<file path="config.mk">
export PLATFORM = sky130hd
export DESIGN_NAME = dsg_status_gpio_regs
export DESIGN_NICKNAME = d
export VERILOG_FILES = /design/src/rtl/dsg_status_gpio_regs.v
export VERILOG_INCLUDE_DIRS = /design/src /design/src/inc
export SDC_FILE = /design/constraint.sdc
export NUM_CORES = 1
export LEC_CHECK = 0
export BUFFER_PORTS_ARGS = -buffer_cell sky130_fd_sc_hd__buf_2
export CORE_MARGIN = 2
export CORE_UTILIZATION = 60
export DETAILED_ROUTE_END_ITERATION = 6
export GPL_TIMING_DRIVEN = 0
export PLACE_DENSITY = 0.92
export SLEW_MARGIN = 20
export SYNTH_ARGS = -nofsm -noshare
export SYNTH_HDL_FRONTEND = slang
export SYNTH_SLANG_ARGS = --single-unit
</file>
<file path="constraint.sdc">
create_clock -name clock -period 3.4 [get_ports clock]
set_input_delay 0.51 -clock clock [delete_from_list [all_inputs] [get_ports clock]]
set_output_delay 0.51 -clock clock [all_outputs]
set_load 0.05 [all_outputs]
</file>
<file path="src/inc/dsg_regs_defs.vh">
// Constants for the deserializer status, pin and error-counter register bank.
`ifndef DSG_REGS_DEFS_VH
`define DSG_REGS_DEFS_VH

`define DSG_ADDR_TIMEOUT 8'h0D
`define DSG_ADDR_PINS 8'h0E
`define DSG_ADDR_DET_THR 8'h0F
`define DSG_ADDR_DET_CNT 8'h10
`define DSG_ADDR_CORR_THR 8'h11
`define DSG_ADDR_CORR_CNT 8'h12
`define DSG_ADDR_PAT_CNT 8'h13
`define DSG_ADDR_PAT_RES 8'h14
`define DSG_ADDR_RSVD_A 8'h15
`define DSG_ADDR_RSVD_B 8'h16
`define DSG_ADDR_RSVD_C 8'h17
`define DSG_ADDR_RSVD_D 8'h18
`define DSG_ADDR_RSVD_E 8'h19
`define DSG_ADDR_RSVD_F 8'h1A
`define DSG_ADDR_RSVD_G 8'h1B
`define DSG_ADDR_RSVD_H 8'h1C
`define DSG_ADDR_STRAPS 8'h1D
`define DSG_ADDR_IDENT 8'h1E
`define DSG_ADDR_CAPREV 8'h1F

`define DSG_RST_RSVD_A 8'h20
`define DSG_RST_RSVD_B 8'h30
`define DSG_RST_RSVD_C 8'h54
`define DSG_RST_RSVD_D 8'h30
`define DSG_RST_RSVD_E 8'hC8
`define DSG_RST_ZERO8 8'h00
`define DSG_RST_TIMEOUT 2'h2
`define DSG_PINS_TOP 2'h1

`define DSG_PIN_FWD_BIT 5
`define DSG_PIN_GPI_BIT 4
`define DSG_PIN_P1OUT_BIT 3
`define DSG_PIN_P1IN_BIT 2
`define DSG_PIN_P0OUT_BIT 1
`define DSG_PIN_P0IN_BIT 0

`define DSG_ERROR_OUTPUT_SELECT_DET 2'h0
`define DSG_ERROR_OUTPUT_SELECT_CORR 2'h1

`define DSG_CNT_MAX 8'hFF
`define DSG_CNT_ONE 8'h01

`define DSG_CLK_PERIOD_NS 50
`define DSG_AUTOCLR_DELAY_NS 1000
// Autoclear delay in clock cycles, 1000 ns at a 50 ns period, sized to the timer width.
`define DSG_AUTOCLR_CYCLES 5'h14
`define DSG_TMR_W 5

`define DSG_DEF_IDENT 8'h5C
`define DSG_DEF_REVISION 4'h1
`define DSG_DEF_CAPABLE 1'b0

`endif

</file>
<file path="src/rtl/dsg_status_gpio_regs.v">
// Upper control register bank: slave timeout, pins, error thresholds and counters, identity.
`timescale 1ns/1ps
`default_nettype none
`include "dsg_regs_defs.vh"

module dsg_status_gpio_regs #(
  parameter [7:0] DEVICE_IDENT = `DSG_DEF_IDENT,
  parameter [3:0] DEVICE_REVISION = `DSG_DEF_REVISION,
  parameter [0:0] PROTECTION_CAPABLE = `DSG_DEF_CAPABLE
) (
  input wire clock,
  input wire reset_n,
  input wire [7:0] regAddr,
  input wire [7:0] regWrData,
  input wire regWrite,
  input wire regRead,
  output reg [7:0] regRdData,
  output reg regRdValid,
  input wire [1:0] errorOutputSelect,
  input wire errorCountAutoclear,
  input wire detectedErrorEvent,
  input wire correctedErrorEvent,
  input wire patternErrorEvent,
  input wire patternTestPassed,
  input wire inputPinLevel,
  input wire pin0SensedLevel,
  input wire pin1SensedLevel,
  input wire cableTypeStrap,
  input wire coaxInputSelect,
  input wire hostLinkSelect,
  input wire localChannelEnable,
  output reg [1:0] bridgeSlaveTimeoutSel,
  output reg pin0DriveLevel,
  output reg pin1DriveLevel,
  output reg inputForwardLevel,
  output reg errorOut
);

  // Seven asynchronous pin levels share one two-stage synchroniser.
  localparam SYNC_W = 7;
  localparam [`DSG_TMR_W-1:0] AUTOCLR_CYCLES = `DSG_AUTOCLR_CYCLES;
  localparam [`DSG_TMR_W-1:0] TMR_ONE = 5'h01;
  localparam [`DSG_TMR_W-1:0] TMR_ZERO = 5'h00;

  wire [SYNC_W-1:0] pinRaw;
  reg [SYNC_W-1:0] pinMeta_q;
  reg [SYNC_W-1:0] pinSync_q;

  reg [1:0] timeoutSel_q;
  reg forwardEnable_q;
  reg pin0Out_q;
  reg pin1Out_q;
  reg [7:0] detected_error_threshold_q;
  reg [7:0] corrected_error_threshold_q;
  reg [7:0] detCnt_q;
  reg [7:0] detCnt_d;
  reg [7:0] corrCnt_q;
  reg [7:0] corrCnt_d;
  reg [7:0] patCnt_q;
  reg patPassed_q;
  reg errOut_d;
  reg [`DSG_TMR_W-1:0] clrTimer_q;
  reg [`DSG_TMR_W-1:0] clrTimer_d;
  reg autoClear;
  reg [7:0] rdMux;

  wire wrTimeout;
  wire wrPins;
  wire wrDetThr;
  wire wrCorrThr;
  wire syncGpi;
  wire syncPin0;
  wire syncPin1;
  wire [3:0] syncStraps;

  assign pinRaw = {cableTypeStrap, coaxInputSelect, hostLinkSelect, localChannelEnable,
                   pin1SensedLevel, pin0SensedLevel, inputPinLevel};

  genvar gi;
  generate
    for (gi = 0; gi < SYNC_W; gi = gi + 1) begin : gSync
      always @(posedge clock) begin
        if (!reset_n) begin
          pinMeta_q[gi] <= 1'b0;
          pinSync_q[gi] <= 1'b0;
        end else begin
          pinMeta_q[gi] <= pinRaw[gi];
          pinSync_q[gi] <= pinMeta_q[gi];
        end
      end
    end
  endgenerate

  assign syncGpi = pinSync_q[0];
  assign syncPin0 = pinSync_q[1];
  assign syncPin1 = pinSync_q[2];
  assign syncStraps = pinSync_q[6:3];

  // Only the writable registers decode a write; every other address ignores it.
  assign wrTimeout = regWrite && (regAddr == `DSG_ADDR_TIMEOUT);
  assign wrPins = regWrite && (regAddr == `DSG_ADDR_PINS);
  assign wrDetThr = regWrite && (regAddr == `DSG_ADDR_DET_THR);
  assign wrCorrThr = regWrite && (regAddr == `DSG_ADDR_CORR_THR);

  always @(posedge clock) begin
    if (!reset_n) begin
      timeoutSel_q <= `DSG_RST_TIMEOUT;
      forwardEnable_q <= 1'b1;
      pin0Out_q <= 1'b1;
      pin1Out_q <= 1'b1;
      detected_error_threshold_q <= `DSG_RST_ZERO8;
      corrected_error_threshold_q <= `DSG_RST_ZERO8;
    end else begin
      if (wrTimeout) begin
        timeoutSel_q <= regWrData[1:0];
      end
      if (wrPins) begin
        forwardEnable_q <= regWrData[`DSG_PIN_FWD_BIT];
        pin1Out_q <= regWrData[`DSG_PIN_P1OUT_BIT];
        pin0Out_q <= regWrData[`DSG_PIN_P0OUT_BIT];
      end
      if (wrDetThr) begin
        detected_error_threshold_q <= regWrData;
      end
      if (wrCorrThr) begin
        corrected_error_threshold_q <= regWrData;
      end
    end
  end

  // The error output compares the live counters and is registered, so it drops one cycle after an autoclear zeroes them.
  always @* begin
    case (errorOutputSelect)
      `DSG_ERROR_OUTPUT_SELECT_DET: errOut_d = (detCnt_q > detected_error_threshold_q);
      `DSG_ERROR_OUTPUT_SELECT_CORR: errOut_d = (corrCnt_q > corrected_error_threshold_q);
      default: errOut_d = (detCnt_q > detected_error_threshold_q) || (corrCnt_q > corrected_error_threshold_q);
    endcase
  end

  // The timer starts on the rising edge of the error output and clears the counters when it
  // reaches the delay; turning autoclear off mid-wait abandons the pending clear.
  always @* begin
    clrTimer_d = TMR_ZERO;
    autoClear = 1'b0;
    if (errorCountAutoclear) begin
      if (clrTimer_q != TMR_ZERO) begin
        if (clrTimer_q == AUTOCLR_CYCLES) begin
          autoClear = 1'b1;
        end else begin
          clrTimer_d = clrTimer_q + TMR_ONE;
        end
      end else if (errOut_d && !errorOut) begin
        clrTimer_d = TMR_ONE;
      end
    end
  end

  // Counters saturate rather than wrap, so a large count never reads as a small one.
  // An error arriving in the clear cycle is kept as a count of one.
  always @* begin
    if (autoClear) begin
      detCnt_d = detectedErrorEvent ? `DSG_CNT_ONE : `DSG_RST_ZERO8;
      corrCnt_d = correctedErrorEvent ? `DSG_CNT_ONE : `DSG_RST_ZERO8;
    end else begin
      detCnt_d = detCnt_q;
      corrCnt_d = corrCnt_q;
      if (detectedErrorEvent && (detCnt_q != `DSG_CNT_MAX)) begin
        detCnt_d = detCnt_q + `DSG_CNT_ONE;
      end
      if (correctedErrorEvent && (corrCnt_q != `DSG_CNT_MAX)) begin
        corrCnt_d = corrCnt_q + `DSG_CNT_ONE;
      end
    end
  end

  always @(posedge clock) begin
    if (!reset_n) begin
      detCnt_q <= `DSG_RST_ZERO8;
      corrCnt_q <= `DSG_RST_ZERO8;
      patCnt_q <= `DSG_RST_ZERO8;
      patPassed_q <= 1'b0;
      clrTimer_q <= TMR_ZERO;
    end else begin
      detCnt_q <= detCnt_d;
      corrCnt_q <= corrCnt_d;
      clrTimer_q <= clrTimer_d;
      if (patternErrorEvent && (patCnt_q != `DSG_CNT_MAX)) begin
        patCnt_q <= patCnt_q + `DSG_CNT_ONE;
      end
      patPassed_q <= patternTestPassed;
    end
  end

  always @* begin
    case (regAddr)
      `DSG_ADDR_TIMEOUT: rdMux = {6'h00, timeoutSel_q};
      `DSG_ADDR_PINS: rdMux = {`DSG_PINS_TOP, forwardEnable_q, syncGpi,
                               pin1Out_q, syncPin1, pin0Out_q, syncPin0};
      `DSG_ADDR_DET_THR: rdMux = detected_error_threshold_q;
      `DSG_ADDR_DET_CNT: rdMux = detCnt_q;
      `DSG_ADDR_CORR_THR: rdMux = corrected_error_threshold_q;
      `DSG_ADDR_CORR_CNT: rdMux = corrCnt_q;
      `DSG_ADDR_PAT_CNT: rdMux = patCnt_q;
      `DSG_ADDR_PAT_RES: rdMux = {patPassed_q, 7'h00};
      `DSG_ADDR_RSVD_A: rdMux = `DSG_RST_RSVD_A;
      `DSG_ADDR_RSVD_B: rdMux = `DSG_RST_RSVD_B;
      `DSG_ADDR_RSVD_C: rdMux = `DSG_RST_RSVD_C;
      `DSG_ADDR_RSVD_D: rdMux = `DSG_RST_RSVD_D;
      `DSG_ADDR_RSVD_E: rdMux = `DSG_RST_RSVD_E;
      `DSG_ADDR_STRAPS: rdMux = {syncStraps, 4'h0};
      `DSG_ADDR_IDENT: rdMux = DEVICE_IDENT;
      `DSG_ADDR_CAPREV: rdMux = {3'h0, PROTECTION_CAPABLE, DEVICE_REVISION};
      default: rdMux = `DSG_RST_ZERO8;
    endcase
  end

  always @(posedge clock) begin
    if (!reset_n) begin
      regRdData <= `DSG_RST_ZERO8;
      regRdValid <= 1'b0;
      bridgeSlaveTimeoutSel <= `DSG_RST_TIMEOUT;
      pin0DriveLevel <= 1'b1;
      pin1DriveLevel <= 1'b1;
      inputForwardLevel <= 1'b0;
      errorOut <= 1'b0;
    end else begin
      regRdValid <= regRead;
      if (regRead) begin
        regRdData <= rdMux;
      end
      bridgeSlaveTimeoutSel <= timeoutSel_q;
      pin0DriveLevel <= pin0Out_q;
      pin1DriveLevel <= pin1Out_q;
      inputForwardLevel <= forwardEnable_q & syncGpi;
      errorOut <= errOut_d;
    end
  end

endmodule // dsg_status_gpio_regs
`default_nettype wire

</file>
== Word-level counts from Yosys, hierarchy flattened ==
Cells that the tools add are included.

* Output and inout bits: 15
* Register bits: 80
* Logic and storage cells: 90
* Bits of input ports: 34

* Equal/unequal tests: 21
* Mux-type cells: 14
* $add $sub $neg: 4
* $lt $le $gt $ge: 2
* Bitwise gates (word level): 1
* Reductions and logical operators: 16

{| class="wikitable"
|+ Operators by type and width
! operator !! count
|-
| one-hot mux 8 bit (15 select lines) || 1
|-
| equality test 8 x 5 -> 1 bit, second input constant || 13
|-
| two-way mux 8 bit || 4
|-
| adder 8 x 1 -> 8 bit, second input constant || 3
|-
| equality test 8 x 4 -> 1 bit, second input constant || 3
|-
| != test 8 bit, second input constant || 3
|-
| greater-than comparator 8 bit || 2
|-
| two-way mux 5 bit || 2
|-
| logical AND 1 bit || 8
|-
| two-way mux 1 bit || 6
|-
| adder 5 x 1 -> 5 bit, second input constant || 1
|-
| equality test 5 bit, second input constant || 1
|-
| nonzero test 5 bit || 1
|-
| nonzero test 2 bit || 2
|-
| equality test 2 x 1 -> 1 bit, second input constant || 1
|-
| zero test 2 bit || 1
|-
| one-hot mux 1 bit (2 select lines) || 1
|-
| AND reduction 2 bit || 1
|-
| OR reduction 2 bit || 1
|-
| bitwise AND 1 bit || 1
|-
| zero test 1 bit || 1
|-
| logical OR 1 bit || 1
|}

== Depth between registers and ports, before layout ==
Gate-level depths: netlist of run 1.

* Depth in word-level cells: 6
* Gate-level depth with buffers: 7
* Mapped depth without buffers: 7

== Worst setup path after synthesis of run 1 ==
OpenSTA, ideal clock, no wires.

* Kind: input to register
* Start point: input regAddr[5]
* End point: register corrected_error_threshold_q[0]
* Path buffers: 1
* Stages on the path: 6
* Arrival time: 1.818 ns
* Setup time: 0.116 ns
* Slack: 1.466 ns
* Path through: or4b_4 nor3_4 and3_1 buf_4 mux2i_1 nor2b_1

* Longest elaborated chain between the ends: 2

{| class="wikitable"
|+ RTL lines
! item !! line !! source
|-
| start, declared || dsg_status_gpio_regs.v:13 || <nowiki>input wire [7:0] regAddr,</nowiki>
|-
| equality test 8 x 5 -> 1 bit || n/a ||
|-
| logical AND 1 bit || dsg_status_gpio_regs.v:103 || <nowiki>assign wrCorrThr = regWrite && (regAddr == `DSG_ADDR_CORR_THR);</nowiki>
|-
| end signal, assigned || dsg_status_gpio_regs.v:112 || <nowiki>corrected_error_threshold_q <= `DSG_RST_ZERO8;</nowiki>
|-
| end signal, assigned || dsg_status_gpio_regs.v:126 || <nowiki>corrected_error_threshold_q <= regWrData;</nowiki>
|-
| end, declared || dsg_status_gpio_regs.v:54 || <nowiki>reg [7:0] corrected_error_threshold_q;</nowiki>
|}

No other way between the ends.
A chain may end at the register's enable or synchronous reset.

== Final worst setup path of run 1 ==
* Start point: register corrected_error_threshold_q[7]
* End point: register clrTimer_q[0]

* Longest elaborated chain between the ends: 6

{| class="wikitable"
|+ RTL lines
! item !! line !! source
|-
| greater-than comparator 8 bit * || dsg_status_gpio_regs.v:135, dsg_status_gpio_regs.v:136 ||
|-
| logical OR 1 bit || dsg_status_gpio_regs.v:136 || <nowiki>default: errOut_d = (detCnt_q > detected_error_threshold_q) || (corrCnt_q > corrected_error_threshold_q);</nowiki>
|-
| one-hot mux 1 bit (2 select lines) * || dsg_status_gpio_regs.v:133 || <nowiki>case (errorOutputSelect)</nowiki>
|-
| logical AND 1 bit * || dsg_status_gpio_regs.v:152 || <nowiki>end else if (errOut_d && !errorOut) begin</nowiki>
|-
| two-way mux 1 bit * || dsg_status_gpio_regs.v:152 ||
|-
| two-way mux 5 bit * || dsg_status_gpio_regs.v:146 || <nowiki>if (clrTimer_q != TMR_ZERO) begin</nowiki>
|-
| end signal, assigned || dsg_status_gpio_regs.v:186 || <nowiki>clrTimer_q <= clrTimer_d;</nowiki>
|-
| end, declared || dsg_status_gpio_regs.v:62 || <nowiki>reg [`DSG_TMR_W-1:0] clrTimer_q;</nowiki>
|}

Mark *: on every way between the ends. The rest lies on a longest branch, timed or not.

==> results by group, run 1 <==
Floorplanning
  – Die area: 0.00745 mm²
  – CORE AREA: 0.00646 mm²
  – Initial Util: 0.629
  – Die Span X: 86.3 µm
  – Die height: 86.3 µm
  – Num rows: 29
  – # IOs: 49

Pwr
  – Power per standard cell area: 399 mW/mm²
  – Switching Power: 516 µW
  – Power share of the clock group: 0.367
  – Internal: 1310 µW
  – Sequential Power Share: 0.533
  – Gate power share: 0.100
  – Sw Ratio: 0.283
  – Maximum VDD drop: 0.246 mV
  – Leakage power: 0.00191 µW
  – Power, Total: 1830 µW

Yosys
  – Post-synth EDFFs: 0
  – Top post-synthesis cells by area: dfxtp_1 (39%), ha_1 (6.5%), mux2i_1 (5.9%)
  – Syn nets: 498
  – Synth Cell Area: 0.00406 mm²
  – Netlist cell types: 50
  – Main synth FF type: dfxtp_1
  – Share of the synthesized area in the top cell type: 0.394
  – Sequential area share after synthesis: 0.394
  – Top cell type by total area after synthesis: dfxtp_1
  – YS warnings: 0
  – Share of synthesized registers carrying an async set or reset: 0
  – FF+latch count, synth: 80
  – Post-Syn Instances: 443
  – Avg Cell Area, Syn: 9.17 µm²

Clock network
  – Number of H-tree levels: 3
  – CTS resizes: 0
  – Clock transition at path regs: 100 ps
  – Worst-skew pair later-pin latency: 370 ps
  – Clk buf depth: 2
  – Clock Tree Root: clkbuf_8
  – CTS Sinks: 80
  – CTS tree: done
  – Postcts setup bufs: 0
  – Hold Buf Count CTS: 0
  – Num CTS Buffers: 9

STA
  – Setup Skew: 12.0 ps
  – Worst Tran Pin Value: 580 ps
  – Final min period: 2010 ps
  – Max Clock Freq: 0.499 GHz
  – Slew HR: 0.613
  – Setup violations, final: 0
  – Min setup slack post-route: 1390 ps
  – Setup TNS: 0 ps
  – Min Hold Slack: 337 ps
  – Final slew viol count: 0
  – RSZ-0062 raised after global routing: no
  – Final Hold Vio Count: 0
  – Tcrit/Tclk final: 0.590

Global routing
  – First-pass GRT wire length: 16800 µm
  – All-Layer GR Usage: 0.291
  – Vias in the first global route: 3446
  – Total grt overflow: 0
  – Largest net degree at the start of global routing: 17
  – Initial antenna violation count: 0

Setup path
  – Critical path's largest stage delay: 430 ps
  – Crit Path Class: reg2reg
  – Worst Setup SP: corrected_error_threshold_q[7]
  – Worst-path cell chain: inv_1 > ha_1 > a21oi_1 > o21ai_0 > o311ai_0 > o311a_1 > o22ai_1
  – Worst setup EP type: flip-flop
  – Reg2Reg Setup Slack: 1390 ps
  – Arrival time worst endpoint: 2260 ps
  – Slowest-stage cell, CP: o311ai_0
  – Crit start category: flip-flop
  – WP data required: 3650 ps
  – Crit-path max FO: 3
  – Reg-to-reg startpoint: corrected_error_threshold_q[7]

Route
  – WL per Instance: 17.6 µm
  – DRT Pass-1 Iters: 5
  – DRC errors left: 0
  – Initial DRC count: 379
  – Vias: 3545
  – Vias per Instance: 6.08
  – Drt total wl: 10200 µm
  – Antenna Nets Post-Route: 0

Min path
  – Hold Startpoint: patternTestPassed
  – Hold WC Path Type: in2reg

Final layout
  – Antenna fix cells: 0
  – Most common cell after layout, fill and taps aside: dfxtp_1
  – Fillers: 475
  – Register Area: 0.00160 mm²
  – Highest-count cells in the layout ignoring fill and taps: dfxtp_1 (80), buf_2 (53), nand2_1 (32)
  – Area Growth Syn to Fin: 12.7%
  – Fin nets: 556
  – Layout cells sized above 1: 0.174
  – Area occupied by multi-input gates: 0.00228 mm²

Status
  – Status: finished, final reports clean

Place
  – IO buf count: 47
  – GP Congestion: 0.946
  – Place WS: 1100 ps
  – HPWL after detailed placement: 7610 µm

Flow run
  – Max Cap Viol: 0
-- cells in the mapped netlist (6+ instances only) --
cell,count
a21oi_1,15
clkbuf_1,12
nand3_1,16
buf_2,6
o21ai_0,20
and3_1,6
dfxtp_1,80
mux2_2,8
and2_1,24
inv_1,26
nor2b_1,23
nand4_1,12
nand2_1,32
mux2i_1,24
xor2_1,8
nor2_1,28
ha_1,21
xnor2_1,13
-- routing by layer --
layer	vias to the layer above	global-route usage	share of wire
met3	26	0.0619	0.077
li1	1675	-	-
met4	0	0.108	0.020
met2	177	0.476	0.48
met1	1667	0.381	0.43
met5	-	0	0
-- registers in the layout, indices dropped and copies added, names as in the netlist, 4 cells and up --
name / cells
corrCnt_q: 8
corrected_error_threshold_q: 8
detCnt_q: 8
detected_error_threshold_q: 8
patCnt_q: 8
regRdData: 8
pinMeta_q: 7
clrTimer_q: 5
pinSync_q: 4
-- worst paths after layout --
check,cells after the start,to
setup / recovery,7,clrTimer_q[0]
hold / removal,2,patPassed_q
setup reg to reg,7,clrTimer_q[0]
hold reg to reg,1,pinSync_q[5]
-- worst max-delay path, delay by kind of cell (launching register included) --
| family | cells | cell delay, ps |
|---|---|---|
| adder cells (fa/ha/maj) | 1 | 330 |
| AO/OA/AOI/OAI | 5 | 1120 |
| flip-flops | 1 | 370 |
| buffers and inverters | 1 | 60 |
-- power by group through the flow --
stage | combinational [µW] | clock (µW) | sequential [µW]
final | 182 | 671 | 973
after global placement | 171 | 0 | 993
after global routing | 198 | 717 | 976
after CTS | 180 | 671 | 973
after floorplan | 107 | 0 | 1000
after detailed placement | 178 | 0 | 995
-- area by class of cell --
cell class | instances | share of cell area
Timing Repair Buffer | 47 | 0.0514
Inverter | 26 | 0.0213
Buffer | 19 | 0.0180
Tap cell | 77 | 0.0210
Sequential cell | 80 | 0.350
Clock buffer | 9 | 0.0270
Multi-Input combinational cell | 318 | 0.498
Clock inverter | 7 | 0.0131
-- metrics by stage --
stage	cells	utilization	instance area, µm²
6_report	583	0.709	4580
5_1_grt	583	0.709	4580
4_1_cts	583	0.709	4580
3_5_place_dp	567	0.681	4400
3_3_place_gp	567	0.681	4400
2_1_floorplan	443	-	4060
-- logic make-up after synthesis --
| family | Yosys count | share of synthesized area |
|---|---|---|
| compound gates | 78 | 0.129 |
| xor+xnor | 21 | 0.0453 |
| fa+ha+maj | 21 | 0.0647 |
| buf+inv | 45 | 0.0443 |
| flops | 80 | 0.394 |
| mux | 37 | 0.109 |
| simple gates | 161 | 0.213 |
No activity file was read; power rests on OpenSTA's default activity.
==> run 2, diff against run 1 <==
--- a/config.mk
+++ b/config.mk
@@ -8,10 +8,10 @@
 export LEC_CHECK = 0
 export BUFFER_PORTS_ARGS = -buffer_cell sky130_fd_sc_hd__buf_2
 export CORE_MARGIN = 2
-export CORE_UTILIZATION = 60
+export CORE_UTILIZATION = 58
 export DETAILED_ROUTE_END_ITERATION = 6
 export GPL_TIMING_DRIVEN = 0
-export PLACE_DENSITY = 0.92
+export PLACE_DENSITY = 0.9
 export SLEW_MARGIN = 20
 export SYNTH_ARGS = -nofsm -noshare
 export SYNTH_HDL_FRONTEND = slang
==> constraint.sdc (replaced) <==
create_clock -name clock -period 2 [get_ports clock]
set_input_delay 0.3 -clock clock [delete_from_list [all_inputs] [get_ports clock]]
set_output_delay 0.3 -clock clock [all_outputs]
set_load 0.05 [all_outputs]
==> results by group, run 2 (synthesized netlist as in run 1, its figures left out) <==
Place
  – IO buf count: 47 (unchanged)
  – GP Congestion: 0.944 (-0.25%)
  – HPWL after detailed placement: 7570 µm (-0.51%)
  – Place WS: -82.2 ps (-1180 ps)

Clock network
  – Clock transition at path regs: 90 ps (about the same)
  – CTS resizes: 0 (unchanged)
  – Hold Buf Count CTS: 0 (unchanged)
  – Clk buf depth: 2 (unchanged)
  – Postcts setup bufs: 0 (unchanged)
  – Num CTS Buffers: 9 (unchanged)
  – CTS tree: done
  – Worst-skew pair later-pin latency: 360 ps (about the same)
  – Clock Tree Root: clkbuf_8
  – CTS Sinks: 80 (unchanged)
  – Number of H-tree levels: 3 (unchanged)

Floorplanning
  – Die Span X: 87.7 µm (+1.6%)
  – Die area: 0.00769 mm² (+3.3%)
  – Initial Util: 0.598 (-0.0311)
  – # IOs: 49 (unchanged)
  – Die height: 87.7 µm (+1.6%)
  – CORE AREA: 0.00679 mm² (+5.2%)
  – Num rows: 30 (+3.4%)

Setup path
  – Crit Path Class: reg2reg
  – WP data required: 2240 ps (-1410 ps)
  – Reg2Reg Setup Slack: 180 ps (-1210 ps)
  – Worst path top cell family by delay: compound AO/OA/AOI/OAI gates
  – Worst Setup SP: corrected_error_threshold_q[7]
  – Worst Reg-to-Reg Cells: 7 (unchanged)
  – Slowest-stage cell, CP: dfxtp_1
  – Buf/Inv on CP: 1 (unchanged)
  – Worst setup EP type: flip-flop
  – RR Endpoint: clrTimer_q[0]
  – Worst-path cell chain: inv_1 > ha_1 > a21oi_1 > o21ai_0 > o311ai_1 > o311a_1 > o22ai_1
  – Crit start category: flip-flop
  – Arrival time worst endpoint: 2060 ps (-200 ps)
  – Reg-to-reg startpoint: corrected_error_threshold_q[7]
  – Crit path depth: 7 (unchanged)
  – Critical path's largest stage delay: 360 ps (-70 ps)
  – Crit-path max FO: 3 (unchanged)

Pwr
  – Sequential Power Share: 0.542 (+0.009)
  – Internal: 2210 µW (+69%)
  – Switching Power: 840 µW (+63%)
  – Power per standard cell area: 664 mW/mm² (+66%)
  – Sw Ratio: 0.275 (-0.00756)
  – Leakage power: 0.00190 µW (-0.37%)
  – Gate power share: 0.100 (about the same)
  – Maximum VDD drop: 0.378 mV (+54%)
  – Power share of the clock group: 0.358 (-0.009)

Route
  – Vias: 3524 (-0.59%)
  – Vias per Instance: 5.85 (-3.7%)
  – DRT Pass-1 Iters: 5 (unchanged)
  – DRC errors left: 0 (unchanged)
  – Drt total wl: 9880 µm (-3.4%)
  – Antenna Nets Post-Route: 0 (unchanged)
  – Initial DRC count: 268 (-29%)
  – WL per Instance: 16.4 µm (-6.5%)

Final layout
  – Fin util: 0.677 (-0.0320)
  – Fillers: 532 (+12%)
  – Antenna fix cells: 0 (unchanged)
  – Layout cells sized above 1: 0.176 (+0.00198)
  – Area Growth Syn to Fin: 13.2%
  – Highest-count cells in the layout ignoring fill and taps: dfxtp_1 (80), buf_2 (53), nand2_1 (32)
  – Fin nets: 556 (unchanged)
  – Register Area: 0.00160 mm² (unchanged)
  – Most common cell after layout, fill and taps aside: dfxtp_1
  – Area occupied by multi-input gates: 0.00228 mm² (unchanged)

STA
  – Min setup slack post-route: 185 ps (-1210 ps)
  – Final min period: 1820 ps (-190 ps)
  – Final Hold Vio Count: 0 (unchanged)
  – Worst Tran Pin Value: 539 ps (-40.7 ps)
  – Setup Skew: 11.7 ps (-0.269 ps)
  – Final slew viol count: 0 (unchanged)
  – Max Clock Freq: 0.551 GHz (+10%)
  – Setup violations, final: 0 (unchanged)
  – RSZ-0062 raised after global routing: no
  – Tcrit/Tclk final: 0.908 (+0.318)
  – Slew HR: 0.638 (+0.0247)

Flow run
  – Max Cap Viol: 0 (unchanged)

Global routing
  – All-Layer GR Usage: 0.268 (-0.0234)
  – First-pass GRT wire length: 15600 µm (-6.7%)
  – Initial antenna violation count: 0 (unchanged)
  – Largest net degree at the start of global routing: 16 (-1)
  – Total grt overflow: 0 (unchanged)
  – Vias in the first global route: 3295 (-4.4%)

Min path
  – Worst Hold End: patPassed_q
  – Hold Startpoint: patternTestPassed
  – Hold WC Path Type: in2reg
  – Hold-critical path depth: 2 (unchanged)

Status
  – Status: finished, final reports clean
==> run 2: power by group through the flow <==
stage | logic, µW | clock network [µW] | registers (µW)
finish | 306 | 1090 | 1660
detailed placement | 300 | 0 | 1690
global placement | 287 | 0 | 1690
global route | 335 | 1170 | 1660
floorplan | 183 | 0 | 1700
CTS | 302 | 1110 | 1650
==> run 2: final cells by class <==
cell class	count	share of cell area
Sequential cell	80	0.348
Inverter	26	0.0212
Clock buffer	9	0.0269
Buffer	19	0.0182
Tap cell	96	0.0261
Multi-Input combinational cell	318	0.496
Clock inverter	7	0.0120
Timing Repair Buffer	47	0.0511
==> run 2: worst max path at each step <==
stage / to / slack (ps)
3_5_place_dp: corrected_error_threshold_q[3] / -80
3_3_place_gp: regRdData[6] / -30
6_report: clrTimer_q[0] / 180
2_1_floorplan: corrected_error_threshold_q[0] / 280
4_1_cts: detCnt_q[2] / 110
5_1_grt: clrTimer_q[0] / 9
==> run 2: layer usage <==
layer,global-route usage,vias up,share of wire
li1,-,1679,-
met1,0.335,1682,0.42
met2,0.450,143,0.50
met3,0.0481,20,0.064
met4,0.120,0,0.020
met5,0,-,0
==> run 2: metrics by stage <==
step	cell area (µm²)	power [µW]	TNS [ps]	hold WS, ps	cells
after floorplan	4060	1880	0	412	443
after global placement	4420	1980	-28.4	413	586
after detailed placement	4420	1990	-657	424	586
after CTS	4600	3060	0	134	602
after global routing	4600	3170	0	134	602
final	4600	3050	0	138	602
==> run 3, diff against run 2 <==
--- a/config.mk
+++ b/config.mk
@@ -7,12 +7,13 @@
 export NUM_CORES = 1
 export LEC_CHECK = 0
 export BUFFER_PORTS_ARGS = -buffer_cell sky130_fd_sc_hd__buf_2
+export CAP_MARGIN = 30
 export CORE_MARGIN = 2
-export CORE_UTILIZATION = 58
+export CORE_UTILIZATION = 50
 export DETAILED_ROUTE_END_ITERATION = 6
 export GPL_TIMING_DRIVEN = 0
-export PLACE_DENSITY = 0.9
-export SLEW_MARGIN = 20
+export PLACE_DENSITY = 0.8
+export SLEW_MARGIN = 10
 export SYNTH_ARGS = -nofsm -noshare
 export SYNTH_HDL_FRONTEND = slang
 export SYNTH_SLANG_ARGS = --single-unit
==> results by group, run 3 (synthesized netlist as in run 1, its figures left out) <==
STA
  – Setup TNS: 0 ps (unchanged)
  – RSZ-0062 raised after global routing: no
  – Worst Tran Pin Value: 534 ps (-5.31 ps)
  – Min Hold Slack: 120 ps (-18.0 ps)
  – Final min period: 1850 ps (+38.5 ps)
  – Max Clock Freq: 0.539 GHz (-2.1%)
  – Final slew viol count: 0 (unchanged)
  – Slew HR: 0.642 (+0.00356)
  – Setup Skew: 19.4 ps (+7.70 ps)
  – Setup violations, final: 0 (unchanged)
  – Tcrit/Tclk final: 0.927 (+0.0193)
  – Final Hold Vio Count: 0 (unchanged)

Route
  – DRT Pass-1 Iters: 5 (unchanged)
  – WL per Instance: 16.1 µm (-2.0%)
  – Vias: 3415 (-3.1%)
  – Vias per Instance: 5.62 (-4.0%)
  – Initial DRC count: 296 (+10%)
  – Met1 WL: 4450 µm (+7.2%)
  – DR WL met3: 637 µm (+0.31%)
  – Antenna Nets Post-Route: 0 (unchanged)
  – Top Layer Used: met4
  – Met2 Routed Length: 4510 µm (-8.0%)
  – Drt total wl: 9780 µm (-1.1%)
  – DRC errors left: 0 (unchanged)

Final layout
  – Most common cell after layout, fill and taps aside: dfxtp_1
  – Fin nets: 556 (unchanged)
  – Register Area: 0.00160 mm² (unchanged)
  – Area occupied by multi-input gates: 0.00228 mm² (unchanged)
  – Area Growth Syn to Fin: 13.9%
  – Design area: 0.00463 mm² (+0.65%)
  – Antenna fix cells: 0 (unchanged)
  – Fillers: 678 (+27%)
  – Layout cells sized above 1: 0.176 (unchanged)
  – Highest-count cells in the layout ignoring fill and taps: dfxtp_1 (80), buf_2 (53), nand2_1 (32)

Global routing
  – First-pass GRT wire length: 16200 µm (+3.4%)
  – Vias in the first global route: 3293 (-0.061%)
  – Total grt overflow: 0 (unchanged)
  – Largest net degree at the start of global routing: 16 (unchanged)
  – Initial antenna violation count: 0 (unchanged)
  – All-Layer GR Usage: 0.237 (-0.0310)

Pwr
  – Switching Power: 857 µW (+2.1%)
  – Power share of the clock group: 0.387 (+0.029)
  – Sequential Power Share: 0.517 (-0.025)
  – Sw Ratio: 0.268 (-0.00710)
  – Internal: 2340 µW (+5.8%)
  – Power per standard cell area: 691 mW/mm² (+4.1%)
  – Leakage power: 0.00191 µW (+0.74%)
  – Gate power share: 0.096 (-0.004)
  – Maximum VDD drop: 0.372 mV (-1.7%)

Min path
  – Hold-critical path depth: 2 (unchanged)
  – Hold WC Path Type: in2reg

Floorplanning
  – Num rows: 32 (+6.7%)
  – Die height: 94.2 µm (+7.4%)
  – Die Span X: 94.2 µm (+7.4%)
  – CORE AREA: 0.00781 mm² (+15%)
  – # IOs: 49 (unchanged)
  – Initial Util: 0.521 (-0.0776)
  – Die area: 0.00887 mm² (+15%)

Clock network
  – Num CTS Buffers: 9 (unchanged)
  – Clk buf depth: 2 (unchanged)
  – CTS Sinks: 80 (unchanged)
  – CTS tree: done
  – Number of H-tree levels: 3 (unchanged)
  – Clock transition at path regs: 100 ps (about the same)
  – Worst-skew pair later-pin latency: 370 ps (about the same)
  – Clock Tree Root: clkbuf_8

Place
  – GP Congestion: 0.908 (-3.8%)
  – IO buf count: 47 (unchanged)
  – HPWL after detailed placement: 7340 µm (-3.0%)
  – Placed instance area: 0.00443 mm² (+0.17%)

Setup path
  – Crit-path max FO: 3 (unchanged)
  – Crit start category: flip-flop
  – Worst setup EP type: flip-flop
  – WP data required: 2250 ps (about the same)
  – Arrival time worst endpoint: 2110 ps (+50 ps)
  – Worst Reg-to-Reg Cells: 7 (unchanged)
  – Crit Path Class: reg2reg

Flow run
  – Max Cap Viol: 0 (unchanged)

Status
  – Status: finished, final reports clean
run 3: changes by cell type in the layout (fill, tap and decap cells not counted):
cell and delta:
inv_6 +1, o311ai_1 -1, clkinv_4 -1, bufinv_16 +1
o311ai_0 +1, clkinvlp_4 -1
run 3: final timing paths:
kind                                  startpoint       endpoint  slack [ps]
setup reg to reg  corrected_error_threshold_q[7]  clrTimer_q[0]         150
hold / removal                   coaxInputSelect   pinMeta_q[5]         120
setup / recovery  corrected_error_threshold_q[7]  clrTimer_q[0]         150
hold reg to reg                     pinMeta_q[4]   pinSync_q[4]         420
run 3: critical path, stage by stage, from the launching register on:
cell and delay, ps:
dfxtp_1 380, inv_1 60, ha_1 320, a21oi_1 160, o21ai_0 100, o311ai_0 350, o311a_1 290, o22ai_1 80
run 3: timing repair:
action | in CTS | in global routing
setup endpoints to repair | 0 | 10
resized for setup | 0 | 2
hold buffers | 0 | 0
setup buffers | 0 | 0
run 3: per-layer routing:
metal | track usage | vias up
met5 | 0 | -
met4 | 0.0894 | 0
met3 | 0.0457 | 17
met2 | 0.379 | 115
met1 | 0.316 | 1611
li1 | - | 1672
run 3: cell type report:
cell class | instances | share of cell area
clock inverters | 7 | 0.0168
plain buffers | 19 | 0.0181
clock buffers | 9 | 0.0268
flip-flops and latches | 80 | 0.346
well taps | 102 | 0.0276
multi-input cells | 318 | 0.493
inverters | 26 | 0.0211
repair buffers | 47 | 0.0508
run 3: power groups by stage:
| stage | clock (µW) | combinational, µW | sequential [µW] |
|---|---|---|---|
| floorplan | 0 | 183 | 1700 |
| CTS | 1250 | 305 | 1650 |
| global placement | 0 | 292 | 1690 |
| finish | 1240 | 307 | 1650 |
| detailed placement | 0 | 303 | 1690 |
| global route | 1320 | 340 | 1660 |
run 3: through the flow:
step	worst slack (ps)	instances	util	total power, µW
global placement	-79.7	592	0.567	1980
detailed placement	-112	592	0.567	1990
finish	146	608	0.593	3200
global route	51.2	608	0.593	3320
CTS	72.5	608	0.593	3210
floorplan	276	443	-	1880
